==> config.mk <==
export PLATFORM = sky130hd
export DESIGN_NAME = crfrg_top
export DESIGN_NICKNAME = d
export VERILOG_FILES = /design/src/verilog/crfrg_pkg.sv /design/src/verilog/crfrg_queue.sv /design/src/verilog/crfrg_top.sv
export SDC_FILE = /design/constraint.sdc
export NUM_CORES = 1
export LEC_CHECK = 0
export ABC_AREA = 1
export BUFFER_PORTS_ARGS = -buffer_cell sky130_fd_sc_hd__buf_2
export CAP_MARGIN = 10
export CORE_MARGIN = 1
export CORE_UTILIZATION = 35
export DETAILED_ROUTE_END_ITERATION = 10
export GPL_TIMING_DRIVEN = 0
export HOLD_SLACK_MARGIN = 0.1
export PLACE_DENSITY_LB_ADDON = 0.08
export SETUP_SLACK_MARGIN = 0.3
export SLEW_MARGIN = 20
export SYNTH_ARGS = -nofsm -noshare
export SYNTH_HDL_FRONTEND = slang
export SYNTH_SLANG_ARGS = --single-unit
==> constraint.sdc <==
create_clock -name i_sys_clk -period 3.5 [get_ports i_sys_clk]
set_input_delay 0.175 -clock i_sys_clk [delete_from_list [all_inputs] [get_ports i_sys_clk]]
set_output_delay 0.175 -clock i_sys_clk [all_outputs]
set_load 0.01 [all_outputs]
==> src/verilog/crfrg_pkg.sv <==
// constants shared by the receive-queue release guard
// assumes one system clock; register port is 8-bit address and data
package crfrg_pkg;
  // register offsets
  localparam logic [7:0] OFS_QCTRL0  = 8'h00; // receive_queue_ctrl, queue 0
  localparam logic [7:0] OFS_QCTRL1  = 8'h01; // receive_queue_ctrl, queue 1
  localparam logic [7:0] OFS_STATE   = 8'h02; // cell_state_reg
  localparam logic [7:0] OFS_DIAG    = 8'h03; // diagnostic_reg
  localparam logic [7:0] OFS_BITTIME = 8'h04; // cycles per bus bit
  localparam logic [7:0] OFS_SAMPLE  = 8'h05; // cycles from bit start to sample
  localparam logic [7:0] OFS_ISTAT   = 8'h06; // sticky event flags
  localparam logic [7:0] OFS_IMASK   = 8'h07; // event mask
  localparam logic [7:0] OFS_HEAD0   = 8'h08; // oldest message, queue 0
  localparam logic [7:0] OFS_HEAD1   = 8'h09; // oldest message, queue 1
  // field positions
  localparam int unsigned BIT_FAULT   = 2; // queue pointer fault, read only
  localparam int unsigned BIT_RELEASE = 5; // release trigger, reads 0
  localparam int unsigned BIT_RECV    = 5; // receiving_flag in cell_state_reg
  localparam int unsigned BIT_RXLINE  = 3; // receive line in diagnostic_reg
  // event flag positions
  localparam int unsigned EV_STORED0 = 0;
  localparam int unsigned EV_STORED1 = 1;
  localparam int unsigned EV_OVR0    = 2;
  localparam int unsigned EV_OVR1    = 3;
  localparam int unsigned EV_FAULT0  = 4;
  localparam int unsigned EV_FAULT1  = 5;
  localparam int unsigned EV_W       = 6;
  // queue shape
  localparam logic [1:0] Q_LAST     = 2'h2; // slots 0..2
  localparam logic [1:0] Q_FULL     = 2'h3; // three pending
  localparam logic [1:0] Q_CRITICAL = 2'h2; // count at which the defect bites
  // transfer timing
  localparam logic [11:0] XFER_BITS = 12'h006; // full bits after acknowledge
  // reset values
  localparam logic [7:0] RST_BITTIME = 8'h14; // 20 cycles: 1 Mbit/s at 20 MHz
  localparam logic [7:0] RST_SAMPLE  = 8'h0E;
  localparam logic [7:0] RST_MASK    = 8'h00;
endpackage

==> src/verilog/crfrg_queue.sv <==
// one three-slot receive queue, with the release/transfer collision defect
// assumes one-cycle release and transfer pulses from the parent
`timescale 1ns/1ps
module crfrg_queue (
  input  wire logic       i_sys_clk,
  input  wire logic       i_reset,
  input  wire logic       i_xfer,
  input  wire logic [7:0] i_xfer_data,
  input  wire logic       i_release,
  output logic      [1:0] o_count,
  output logic      [7:0] o_head,
  output logic            o_fault,
  output logic            o_stored,
  output logic            o_overrun,
  output logic            o_collide
);
  logic [7:0] slot_r [0:2];
  logic [1:0] rd_ptr_r;
  logic [1:0] wr_ptr_r;
  logic [1:0] cnt_r;
  logic       fault_r;
  logic       accept;
  logic       rel_ok;
  logic       collide;
  logic [1:0] wr_idx;

  function automatic logic [1:0] inc(input logic [1:0] p);
    inc = (p == crfrg_pkg::Q_LAST) ? 2'h0 : p + 2'h1;
  endfunction

  // request qualification and collision detect
  assign accept  = i_xfer && (cnt_r != crfrg_pkg::Q_FULL);
  assign rel_ok  = i_release && (cnt_r != 2'h0);
  assign collide = accept && rel_ok && (cnt_r == crfrg_pkg::Q_CRITICAL);
  // after the fault new data lands on the newest slot
  assign wr_idx  = fault_r ? ((wr_ptr_r == 2'h0) ? crfrg_pkg::Q_LAST : wr_ptr_r - 2'h1)
                           : wr_ptr_r;

  // message storage
  always_ff @(posedge i_sys_clk) begin
    if (accept) begin
      slot_r[wr_idx] <= i_xfer_data;
    end
  end

  // pointers: read pointer stalls on a collision
  always_ff @(posedge i_sys_clk) begin
    if (i_reset) begin
      rd_ptr_r <= 2'h0;
      wr_ptr_r <= 2'h0;
    end else begin
      if (rel_ok && !collide) begin
        rd_ptr_r <= inc(rd_ptr_r);
      end
      if (accept && !fault_r) begin
        wr_ptr_r <= inc(wr_ptr_r);
      end
    end
  end

  // pending count: a collision counts the release although the read pointer stalls
  always_ff @(posedge i_sys_clk) begin
    if (i_reset) begin
      cnt_r <= 2'h0;
    end else if (accept && !rel_ok) begin
      cnt_r <= cnt_r + 2'h1;
    end else if (rel_ok && !accept) begin
      cnt_r <= cnt_r - 2'h1;
    end
  end

  // fault stays until reset
  always_ff @(posedge i_sys_clk) begin
    if (i_reset) begin
      fault_r <= 1'b0;
    end else if (collide) begin
      fault_r <= 1'b1;
    end
  end

  assign o_count   = cnt_r;
  assign o_head    = slot_r[rd_ptr_r];
  assign o_fault   = fault_r;
  assign o_stored  = accept;
  assign o_overrun = i_xfer && !accept;
  assign o_collide = collide;

  property p_fault_sticky;
    @(posedge i_sys_clk) disable iff (i_reset) fault_r |=> fault_r;
  endproperty
  a_fault_sticky: assert property (p_fault_sticky) else $error("fault cleared");

  property p_ptr_hold;
    @(posedge i_sys_clk) disable iff (i_reset) collide |=> rd_ptr_r == $past(rd_ptr_r);
  endproperty
  a_ptr_hold: assert property (p_ptr_hold) else $error("read pointer moved");

  property p_count_ok;
    @(posedge i_sys_clk) disable iff (i_reset)
      collide |=> cnt_r == crfrg_pkg::Q_CRITICAL && fault_r;
  endproperty
  a_count_ok: assert property (p_count_ok) else $error("count wrong on collision");

  property p_overwrite;
    @(posedge i_sys_clk) disable iff (i_reset)
      fault_r && accept |=> wr_ptr_r == $past(wr_ptr_r);
  endproperty
  a_overwrite: assert property (p_overwrite) else $error("write pointer moved in fault");

  c_collide: cover property (@(posedge i_sys_clk) disable iff (i_reset) collide);
endmodule // crfrg_queue

==> src/verilog/crfrg_top.sv <==
// receive-queue release path of one controller cell, two queues
// assumes frames handed over by the protocol engine, inputs synchronous
`timescale 1ns/1ps
module crfrg_top (
  input  wire logic       i_sys_clk,
  input  wire logic       i_reset,
  input  wire logic [7:0] i_addr,
  input  wire logic [7:0] i_wr_data,
  input  wire logic       i_wr_en,
  input  wire logic       i_rd_en,
  input  wire logic       i_receiving,
  input  wire logic       i_rx_line,
  input  wire logic       i_ack_done,
  input  wire logic [7:0] i_frame_data,
  input  wire logic       i_frame_queue,
  output logic      [7:0] o_rd_data,
  output logic            o_irq
);
  typedef enum logic { CRFRG_IDLE, CRFRG_WAIT } crfrg_state_t;

  crfrg_state_t                state_r;
  logic         [11:0]         wait_r;
  logic         [11:0]         wait_nxt;
  logic         [7:0]          data_hold_r;
  logic                        queue_hold_r;
  logic         [1:0]          xfer_r;
  logic         [1:0]          release_r;
  logic         [7:0]          bittime_r;
  logic         [7:0]          sample_r;
  logic                        recv_r;
  logic                        rxline_r;
  logic [crfrg_pkg::EV_W-1:0]  istat_r;
  logic [crfrg_pkg::EV_W-1:0]  imask_r;
  logic [crfrg_pkg::EV_W-1:0]  ev_set;
  logic [crfrg_pkg::EV_W-1:0]  ev_clr;
  logic         [7:0]          rd_data_r;
  logic         [7:0]          rd_nxt;
  logic                        irq_r;
  logic         [1:0]          q_count [0:1];
  logic         [7:0]          q_head  [0:1];
  logic         [1:0]          q_fault;
  logic         [1:0]          q_stored;
  logic         [1:0]          q_overrun;
  logic         [1:0]          q_collide;

  // two queues of the cell
  for (genvar q = 0; q < 2; q++) begin : g_queue
    crfrg_queue u_queue (
      .i_sys_clk   (i_sys_clk),
      .i_reset     (i_reset),
      .i_xfer      (xfer_r[q]),
      .i_xfer_data (data_hold_r),
      .i_release   (release_r[q]),
      .o_count     (q_count[q]),
      .o_head      (q_head[q]),
      .o_fault     (q_fault[q]),
      .o_stored    (q_stored[q]),
      .o_overrun   (q_overrun[q]),
      .o_collide   (q_collide[q])
    );
  end

  // wait from ack end to transfer point: six bits plus sample offset
  assign wait_nxt = 12'(crfrg_pkg::XFER_BITS * {4'h0, bittime_r}) + {4'h0, sample_r};

  // transfer timer
  always_ff @(posedge i_sys_clk) begin
    if (i_reset) begin
      state_r      <= CRFRG_IDLE;
      wait_r       <= 12'h000;
      data_hold_r  <= 8'h00;
      queue_hold_r <= 1'b0;
    end else begin
      case (state_r)
        CRFRG_IDLE: begin
          if (i_ack_done) begin
            state_r      <= CRFRG_WAIT;
            wait_r       <= wait_nxt;
            data_hold_r  <= i_frame_data;
            queue_hold_r <= i_frame_queue;
          end
        end
        CRFRG_WAIT: begin
          if (wait_r <= 12'h001) begin
            state_r <= CRFRG_IDLE;
          end else begin
            wait_r <= wait_r - 12'h001;
          end
        end
        default: begin
          state_r <= CRFRG_IDLE;
        end
      endcase
    end
  end

  // one-cycle transfer pulse at the end of the wait
  always_ff @(posedge i_sys_clk) begin
    if (i_reset) begin
      xfer_r <= 2'h0;
    end else if (state_r == CRFRG_WAIT && wait_r <= 12'h001) begin
      xfer_r <= queue_hold_r ? 2'h2 : 2'h1;
    end else begin
      xfer_r <= 2'h0;
    end
  end

  // release trigger: one cycle, never stored
  always_ff @(posedge i_sys_clk) begin
    if (i_reset) begin
      release_r <= 2'h0;
    end else begin
      release_r[0] <= i_wr_en && i_addr == crfrg_pkg::OFS_QCTRL0
                      && i_wr_data[crfrg_pkg::BIT_RELEASE];
      release_r[1] <= i_wr_en && i_addr == crfrg_pkg::OFS_QCTRL1
                      && i_wr_data[crfrg_pkg::BIT_RELEASE];
    end
  end

  // timing configuration registers
  always_ff @(posedge i_sys_clk) begin
    if (i_reset) begin
      bittime_r <= crfrg_pkg::RST_BITTIME;
      sample_r  <= crfrg_pkg::RST_SAMPLE;
    end else if (i_wr_en) begin
      if (i_addr == crfrg_pkg::OFS_BITTIME) begin
        bittime_r <= i_wr_data;
      end
      if (i_addr == crfrg_pkg::OFS_SAMPLE) begin
        sample_r <= i_wr_data;
      end
    end
  end

  // reception status and line level
  always_ff @(posedge i_sys_clk) begin
    if (i_reset) begin
      recv_r   <= 1'b0;
      rxline_r <= 1'b1;
    end else begin
      recv_r   <= i_receiving;
      rxline_r <= i_rx_line;
    end
  end

  // event sources and write-one-to-clear
  assign ev_set = {q_collide[1], q_collide[0], q_overrun[1], q_overrun[0],
                   q_stored[1], q_stored[0]};
  assign ev_clr = (i_wr_en && i_addr == crfrg_pkg::OFS_ISTAT)
                  ? i_wr_data[crfrg_pkg::EV_W-1:0] : '0;

  // sticky flags: a set wins over a clear
  always_ff @(posedge i_sys_clk) begin
    if (i_reset) begin
      istat_r <= '0;
    end else begin
      istat_r <= (istat_r & ~ev_clr) | ev_set;
    end
  end

  // event mask
  always_ff @(posedge i_sys_clk) begin
    if (i_reset) begin
      imask_r <= crfrg_pkg::RST_MASK[crfrg_pkg::EV_W-1:0];
    end else if (i_wr_en && i_addr == crfrg_pkg::OFS_IMASK) begin
      imask_r <= i_wr_data[crfrg_pkg::EV_W-1:0];
    end
  end

  // interrupt level
  always_ff @(posedge i_sys_clk) begin
    if (i_reset) begin
      irq_r <= 1'b0;
    end else begin
      irq_r <= |(istat_r & imask_r);
    end
  end

  // read mux; unmapped addresses read zero
  always_comb begin
    rd_nxt = 8'h00;
    case (i_addr)
      crfrg_pkg::OFS_QCTRL0: begin
        rd_nxt[1:0] = q_count[0];
        rd_nxt[crfrg_pkg::BIT_FAULT] = q_fault[0];
      end
      crfrg_pkg::OFS_QCTRL1: begin
        rd_nxt[1:0] = q_count[1];
        rd_nxt[crfrg_pkg::BIT_FAULT] = q_fault[1];
      end
      crfrg_pkg::OFS_STATE:   rd_nxt[crfrg_pkg::BIT_RECV] = recv_r;
      crfrg_pkg::OFS_DIAG:    rd_nxt[crfrg_pkg::BIT_RXLINE] = rxline_r;
      crfrg_pkg::OFS_BITTIME: rd_nxt = bittime_r;
      crfrg_pkg::OFS_SAMPLE:  rd_nxt = sample_r;
      crfrg_pkg::OFS_ISTAT:   rd_nxt[crfrg_pkg::EV_W-1:0] = istat_r;
      crfrg_pkg::OFS_IMASK:   rd_nxt[crfrg_pkg::EV_W-1:0] = imask_r;
      crfrg_pkg::OFS_HEAD0:   rd_nxt = q_head[0];
      crfrg_pkg::OFS_HEAD1:   rd_nxt = q_head[1];
      default:                rd_nxt = 8'h00;
    endcase
  end

  // read data stand one cycle after the strobe
  always_ff @(posedge i_sys_clk) begin
    if (i_reset) begin
      rd_data_r <= 8'h00;
    end else if (i_rd_en) begin
      rd_data_r <= rd_nxt;
    end else begin
      rd_data_r <= 8'h00;
    end
  end

  assign o_rd_data = rd_data_r;
  assign o_irq     = irq_r;

  // helper: cycles since the last ack end while waiting
  logic [11:0] since_ack_r;
  logic [11:0] need_r;
  always_ff @(posedge i_sys_clk) begin
    if (i_reset) begin
      since_ack_r <= 12'h000;
      need_r      <= 12'h000;
    end else if (state_r == CRFRG_IDLE && i_ack_done) begin
      since_ack_r <= 12'h001;
      need_r      <= wait_nxt;
    end else if (since_ack_r != 12'hFFF) begin
      since_ack_r <= since_ack_r + 12'h001;
    end
  end

  property p_xfer_late;
    @(posedge i_sys_clk) disable iff (i_reset) |xfer_r |-> since_ack_r > need_r;
  endproperty
  a_xfer_late: assert property (p_xfer_late) else $error("transfer too early");

  property p_xfer_one;
    @(posedge i_sys_clk) disable iff (i_reset) |xfer_r |=> xfer_r == 2'h0;
  endproperty
  a_xfer_one: assert property (p_xfer_one) else $error("transfer over one cycle");

  property p_release_one;
    @(posedge i_sys_clk) disable iff (i_reset)
      i_wr_en && i_addr == crfrg_pkg::OFS_QCTRL0 && i_wr_data[crfrg_pkg::BIT_RELEASE]
      ##1 !(i_wr_en && i_addr == crfrg_pkg::OFS_QCTRL0) |=> !release_r[0];
  endproperty
  a_release_one: assert property (p_release_one) else $error("release not cleared");

  property p_release_read0;
    @(posedge i_sys_clk) disable iff (i_reset)
      i_rd_en && i_addr == crfrg_pkg::OFS_QCTRL1 |=> !o_rd_data[crfrg_pkg::BIT_RELEASE];
  endproperty
  a_release_read0: assert property (p_release_read0) else $error("release read 1");

  property p_recv_bit;
    @(posedge i_sys_clk) disable iff (i_reset)
      i_rd_en && i_addr == crfrg_pkg::OFS_STATE
      |=> o_rd_data[crfrg_pkg::BIT_RECV] == $past(recv_r);
  endproperty
  a_recv_bit: assert property (p_recv_bit) else $error("receiving bit wrong");

  property p_count_read;
    @(posedge i_sys_clk) disable iff (i_reset)
      i_rd_en && i_addr == crfrg_pkg::OFS_QCTRL0 |=> o_rd_data[1:0] == $past(q_count[0]);
  endproperty
  a_count_read: assert property (p_count_read) else $error("pending count wrong");

  property p_irq_follow;
    @(posedge i_sys_clk) disable iff (i_reset)
      |(ev_set & imask_r) ##1 !$rose(i_reset) |=> o_irq;
  endproperty
  a_irq_follow: assert property (p_irq_follow) else $error("interrupt missing");

  property p_rd_idle;
    @(posedge i_sys_clk) disable iff (i_reset) !i_rd_en |=> o_rd_data == 8'h00;
  endproperty
  a_rd_idle: assert property (p_rd_idle) else $error("read data without strobe");

  property p_unmapped;
    @(posedge i_sys_clk) disable iff (i_reset)
      i_rd_en && i_addr > crfrg_pkg::OFS_HEAD1 |=> o_rd_data == 8'h00;
  endproperty
  a_unmapped: assert property (p_unmapped) else $error("unmapped address read nonzero");

  property p_diag_read;
    @(posedge i_sys_clk) disable iff (i_reset)
      i_rd_en && i_addr == crfrg_pkg::OFS_DIAG
      |=> o_rd_data[crfrg_pkg::BIT_RXLINE] == $past(rxline_r);
  endproperty
  a_diag_read: assert property (p_diag_read) else $error("receive line bit wrong");

  property p_fault_read;
    @(posedge i_sys_clk) disable iff (i_reset)
      i_rd_en && i_addr == crfrg_pkg::OFS_QCTRL0
      |=> o_rd_data[crfrg_pkg::BIT_FAULT] == $past(q_fault[0]);
  endproperty
  a_fault_read: assert property (p_fault_read) else $error("fault bit wrong");

  property p_count_read1;
    @(posedge i_sys_clk) disable iff (i_reset)
      i_rd_en && i_addr == crfrg_pkg::OFS_QCTRL1 |=> o_rd_data[1:0] == $past(q_count[1]);
  endproperty
  a_count_read1: assert property (p_count_read1) else $error("pending count wrong");

  property p_head_read;
    @(posedge i_sys_clk) disable iff (i_reset)
      i_rd_en && i_addr == crfrg_pkg::OFS_HEAD0 |=> o_rd_data == $past(q_head[0]);
  endproperty
  a_head_read: assert property (p_head_read) else $error("oldest message wrong");

  property p_set_wins;
    @(posedge i_sys_clk) disable iff (i_reset)
      |ev_set |=> (istat_r & $past(ev_set)) == $past(ev_set);
  endproperty
  a_set_wins: assert property (p_set_wins) else $error("event flag lost");

  property p_w1c;
    @(posedge i_sys_clk) disable iff (i_reset)
      i_wr_en && i_addr == crfrg_pkg::OFS_ISTAT && i_wr_data[0] && !ev_set[0]
      |=> !istat_r[0];
  endproperty
  a_w1c: assert property (p_w1c) else $error("status bit not cleared");

  property p_irq_level;
    @(posedge i_sys_clk) disable iff (i_reset)
      o_irq == |($past(istat_r) & $past(imask_r));
  endproperty
  a_irq_level: assert property (p_irq_level) else $error("interrupt level wrong");

  property p_xfer_dest;
    @(posedge i_sys_clk) disable iff (i_reset)
      |xfer_r |-> $onehot(xfer_r) && xfer_r[1] == queue_hold_r;
  endproperty
  a_xfer_dest: assert property (p_xfer_dest) else $error("transfer to wrong queue");

  c_xfer: cover property (@(posedge i_sys_clk) disable iff (i_reset) |xfer_r);
  c_irq: cover property (@(posedge i_sys_clk) disable iff (i_reset) $rose(o_irq));
  c_release: cover property (@(posedge i_sys_clk) disable iff (i_reset) |release_r);
endmodule // crfrg_top

==> Yosys cells after proc, flatten, opt, wreduce, memory -nomap -nowiden <==
Memories as Yosys holds them, arrays and structs flattened. A register that Yosys moved wholly into a read port is not among the register bits.
Index checks and enable logic that the tools add are counted.
{ "word_totals": {"register_bits": 79, "ram_bits": 48, "input_bits": 32, "output_inout_bits": 9, "word_cells": 144, "n_memories": 2} }
{ "classes": {"addsub": 12, "n_mul": 1, "magnitude_cmp": 1, "eq_ne": 19, "n_mux": 33, "bitwise_logic": 7, "reduce_logical": 47} }
{ "mem_list": {"columns": ["memory", "words", "width", "read_ports", "rd_ports_with_merged_regs", "wr", "line_no", "source"], "rows": [
  ["g_queue[0].u_queue.slot_r", 3, 8, 1, 1, 1, "crfrg_queue.sv:17", "logic [7:0] slot_r [0:2];"],
  ["g_queue[1].u_queue.slot_r", 3, 8, 1, 1, 1, "crfrg_queue.sv:17", null]
]} }
{ "ops": {"columns": ["cell", "n"], "rows": [
  ["2-bit 2-to-1 mux", 17],
  ["8-bit by 3-bit equality test with 1-bit output (second input constant)", 4],
  ["1-bit logical AND", 25],
  ["12-bit 2-to-1 mux", 2],
  ["12-bit one-hot mux with 2 select lines", 1],
  ["3-bit one-hot mux with 8 select lines", 1],
  ["8-bit by 2-bit equality test with 1-bit output (second input constant)", 2],
  ["8-bit by 4-bit equality test with 1-bit output (second input constant)", 2],
  ["1-bit one-hot mux with 7 select lines", 2],
  ["11-bit by 8-bit adder with 12-bit output", 1],
  ["2-bit by 1-bit adder with 2-bit output (second input constant)", 6],
  ["6-bit bitwise AND", 2],
  ["2-bit equality test (second input constant)", 6],
  ["12-bit by 1-bit less-or-equal comparator with 1-bit output (second input constant)", 1],
  ["12-bit by 1-bit subtractor with 12-bit output (second input constant)", 1],
  ["2-bit by 8-bit multiplier with 10-bit output (first input constant)", 1],
  ["8-bit by 1-bit equality test with 1-bit output (second input constant)", 1],
  ["1-bit zero test", 8],
  ["8-bit zero test", 1],
  ["2-bit != test (second input constant)", 4],
  ["2-bit one-hot mux with 4 select lines", 1],
  ["2-bit AND reduction", 4],
  ["2-bit nonzero test", 4],
  ["2-bit by 1-bit subtractor with 2-bit output (second input constant)", 4],
  ["10 further kinds", 19]
]} }

==> Longest topological paths before layout <==
{ "depth": {"ltp_word": 8, "mapped_depth": 17} }

==> By module <==
From an unflattened synthesis, not the netlist that was laid out.
{ "hier_totals": {"cells_unflattened": 817, "hier_area_um2": 6542.5} }
{ "by_module_without_submodules": {"columns": ["module", "n_inst", "cells_each", "area_per_inst_um2"], "rows": [
  ["crfrg_top", 1, 551, 3774.9],
  ["crfrg_queue", 2, 133, 1383.8]
]} }

==> Worst setup path before layout <==
Ideal clock, no wire load.
{ "synth_timing": {"kind": "register to register", "startpoint": "reg bittime_r[0]", "endpoint": "reg wait_r[7]", "setup_ns": 0.123, "arrival_ns": 2.389, "required_time_ns": 3.377, "setup_slack_ns": 0.987, "stages_incl_launch_ff": 17, "n_path_buf": 0, "period_less_slack_ns": 2.513, "cell_sequence": "dfxtp_1 ha_1 inv_1 fa_1 o21ai_0 nand2_1 xnor2_1 ha_1 nand2_1 inv_1 nand2_1 nand2_1 or2_2 nand2_1 nand2_1 o21ai_0 o22ai_1"} }
{ "synth_via": {"elab_chain_len": 4} }
{ "synth_rtl": {"columns": ["item", "line_no", "source"], "rows": [
  ["from (decl)", "crfrg_top.sv:28", "logic [7:0] bittime_r;"],
  ["from (signal assigned)", "crfrg_top.sv:123", "bittime_r <= crfrg_pkg::RST_BITTIME;"],
  ["from (signal assigned)", "crfrg_top.sv:127", "bittime_r <= i_wr_data;"],
  ["2-bit by 8-bit multiplier with 10-bit output", "crfrg_top.sv:64", "assign wait_nxt = 12'(crfrg_pkg::XFER_BITS * {4'h0, bittime_r}) + {4'h0, sample_r};"],
  ["11-bit by 8-bit adder with 12-bit output", "crfrg_top.sv:64", null],
  ["12-bit 2-to-1 mux", "crfrg_top.sv:76", "if (i_ack_done) begin"],
  ["12-bit one-hot mux with 2 select lines", "crfrg_top.sv:74", "case (state_r)"],
  ["to (signal assigned)", "crfrg_top.sv:78", "wait_r <= wait_nxt;"],
  ["to (signal assigned)", "crfrg_top.sv:87", "wait_r <= wait_r - 12'h001;"],
  ["to (decl)", "crfrg_top.sv:22", "logic [11:0] wait_r;"]
]} }
Every way passes these cells. The select of a mux whose other input is x is not followed.
A chain may end at the register's enable or synchronous reset.

==> Final worst setup path <==
Same ends and word-level chain as after synthesis.

==> results.toml <==
[global_routing]
grt_pass1_wl_um = 27000
antenna_found_initial = 0
grt_pass1_vias = 5079
grt_overflow_total = 0
track_usage = 0.1945
grt_max_degree = 17

[sta]
hold_violations = 0
drv_slew = 0
fin_crit_ns = 2.894
tns_ns = 0
maxSlewHeadroom = 0.4143
skew_ns = 0.008829
setup_violations = 0
hold-worst-slack_ns = 0.1164
fin_crit_sh = 0.8269
setup_ws_ns = 0.6060
worstMarginPinSlew_ns = 0.8753
rsz0062_at_grt = "no"
fmax_mhz = 345.5

[floorplanning]
ioPinCount = 41
die-area_mm2 = 0.01858
die_h_um = 136.3
core_mm2 = 0.01748
rows = 48
start_util = 0.3613
die_x_um = 136.3

[critical_path]
cp.buffers_inverters = 2
cp-start-kind = "flop"
max_stage_delay_ns = 0.44
crit_path_frequent_cell = "nand2_1"
critPathRequiredTime_ns = 3.81
crit_fanout = 4
path_cells = "ha_1 > inv_1 > fa_1 > o21ai_1 > nand2_1 > xnor2_2 > ha_1 > nand2_1 > inv_1 > nand2_1 > nand2_1 > or2_2 > nand2_1 > nand2_1 > o21ai_0 > o22ai_1"
arrival_ns = 3.20
critPathKind = "flop to flop"
crit_family = "adder cells"
critPathSlowestCell = "fa_1"
end_kind = "flop"

[synth]
synthesis.area_mm2 = 0.006315
synthFlopType = "dfxtp_1"
ys_top_cells_by_area = "dfxtp_1 26%, edfxtp_1 23%, nand2_1 9.5%"
synth-async-reset-ratio = 0
synth-edff-count = 48
yosysWarnings = 0
syn_area_per_cell_um2 = 8.127
ys_seq_elements = 131
syn_inst = 777
synth_fp_nets = 839
yosysMostFrequentCell = "nand2_1"
seq_area_frac_synth = 0.4914
yosys.area.top_type = "dfxtp_1"
ys_types = 39
synth.top_cell.area_share = 0.2631
synth_commonest_cells = "159 x nand2_1, 84 x inv_1, 83 x dfxtp_1"

[detailed_routing]
drc = 0
vias = 5404
wl_per_cell_um = 15.57
ant_nets = 0
drt-total-wl_um = 16990
firstDrtPassIters = 4
viasPerCell = 4.953
drt_iter0_drc = 445

[placed_design]
gp_congestion = 0.8703
place_ws_ns = 0.5190
placed_area_mm2 = 0.006797
dpl.hpwl_um = 12880
io_buffers = 39

[final_layout]
syn_to_final_growth_pct = 19.69
nNetsFinal = 915
fin_area_mm2 = 0.007559
layout-drive-gt1-share = 0.1189
antenna_cells = 0

[clock_network]
root_buffer = "clkbuf_16"
cts_sinks = 131
cts_buffers = 17
htree_levels = 4
clk-insertion-delay-late_ns = 0.43
clock_path_buffers = 2
post_cts_buffers = 0
cts_tree = "done"
path_clk_slew_ns = 0.06

[power_and_ir_drop]
power.total_uw = 3628
max-vdd-ir-drop_mv = 0.3544
power.leakage_uw = 0.003105
power_density_mw_per_mm2 = 480.0

[worst_hold_path]
hold_class = "primary input to flop"

[run]
maxCapViolCount = 0

[run_status]
outcome = "finished clean"
[logic make-up (layout without fill, tap and decap cells)]
group / count (synthesis) / count (layout) / synth area share
AND/OR/NAND/NOR: 322 / 322 / 0.2172
AO/OA/AOI/OAI: 169 / 169 / 0.1458
XOR/XNOR: 11 / 11 / 0.01526
flip-flops: 131 / 131 / 0.4914
adder cells (fa/ha/maj): 30 / 30 / 0.06182
buffers and inverters: 114 / 203 / 0.06855
[what timing repair did]
action / CTS / global route
setup endpoints to repair: 0 / 1
hold buffers: 18 / 0
endpoints found under the hold margin: 25 / 0
resized for setup: 0 / 2
[metrics by stage]
stage | instances | util
floorplan | 777 | -
global placement | 1041 | 0.3886
detailed placement | 1041 | 0.3889
CTS | 1091 | 0.4318
global route | 1091 | 0.4325
finish | 1091 | 0.4325
[placed cells by master, fill, tap and decap left out, drive strengths merged, types with 3 or more instances in the layout]
master,count
o22ai,7
xnor2,4
o211ai,13
edfxtp,48
dfxtp,83
nand2,163
dlygate4sd3,18
nor2,86
or3,3
ha,28
nand3,48
a31oi,9
o21ai,69
a21oi,63
nand4,4
or2,6
clkbuf,31
xor2,7
buf,44
nor3,9
clkinv,9
inv,99
[tightest hold or removal path: stages]
cell	delay (ns)
buf_2	0.15
nand3_1	0.12
nor2_1	0.05
[area by class of cell]
cell class,instances,area [um^2]
Clock buffer,19,442.9
Clock inverter,13,126.4
Sequential cell,131,3103
Multi-Input combinational cell,532,2796
Timing Repair Buffer,57,375.4
Buffer,17,68.82
Inverter,97,364.1
Tap cell,225,281.5
Fill cell,1741,9918
[where the power goes]
part	switching [uW]	internal [uW]
clock network	704	1010
registers	39.0	1620
logic	166	94.1
[routing by layer]
layer / share of wire / global-route usage / routed length [um]
met5: 0 / 0 / 0
met4: 0.018 / 0.06667 / 306
met3: 0.047 / 0.03952 / 798
met2: 0.42 / 0.2795 / 7054
met1: 0.52 / 0.2859 / 8826
[final timing paths]
path / start / endpoint / slack (ns) / cells past startpoint
setup reg to reg: bittime_r[0]$_SDFFE_PP0P_ / wait_r[7]$_SDFFE_PP0P_ / 0.61 / 16
hold / removal: i_wr_data[5] / release_r[1]$_SDFF_PP0_ / 0.12 / 3
setup / recovery: bittime_r[0]$_SDFFE_PP0P_ / wait_r[7]$_SDFFE_PP0P_ / 0.61 / 16
hold reg to reg: queue_hold_r$_SDFFE_PP0P_ / xfer_r[0]$_SDFF_PP0_ / 0.41 / 1
[flip-flops by register name, indices dropped and copies added (netlist names), named ones only]
signal	count
g_queue.u_queue.wr_ptr_r	4
release_r	2
o_irq	1
sample_r	8
imask_r	6
bittime_r	8
state_r	1
queue_hold_r	1
o_rd_data	8
wait_r	12
xfer_r	2
g_queue.u_queue.rd_ptr_r	4
rxline_r	1
g_queue.u_queue.slot_r	48
istat_r	6
g_queue.u_queue.o_count	4
g_queue.u_queue.o_fault	2
recv_r	1
data_hold_r	8
(Power assumes the default switching activity.)
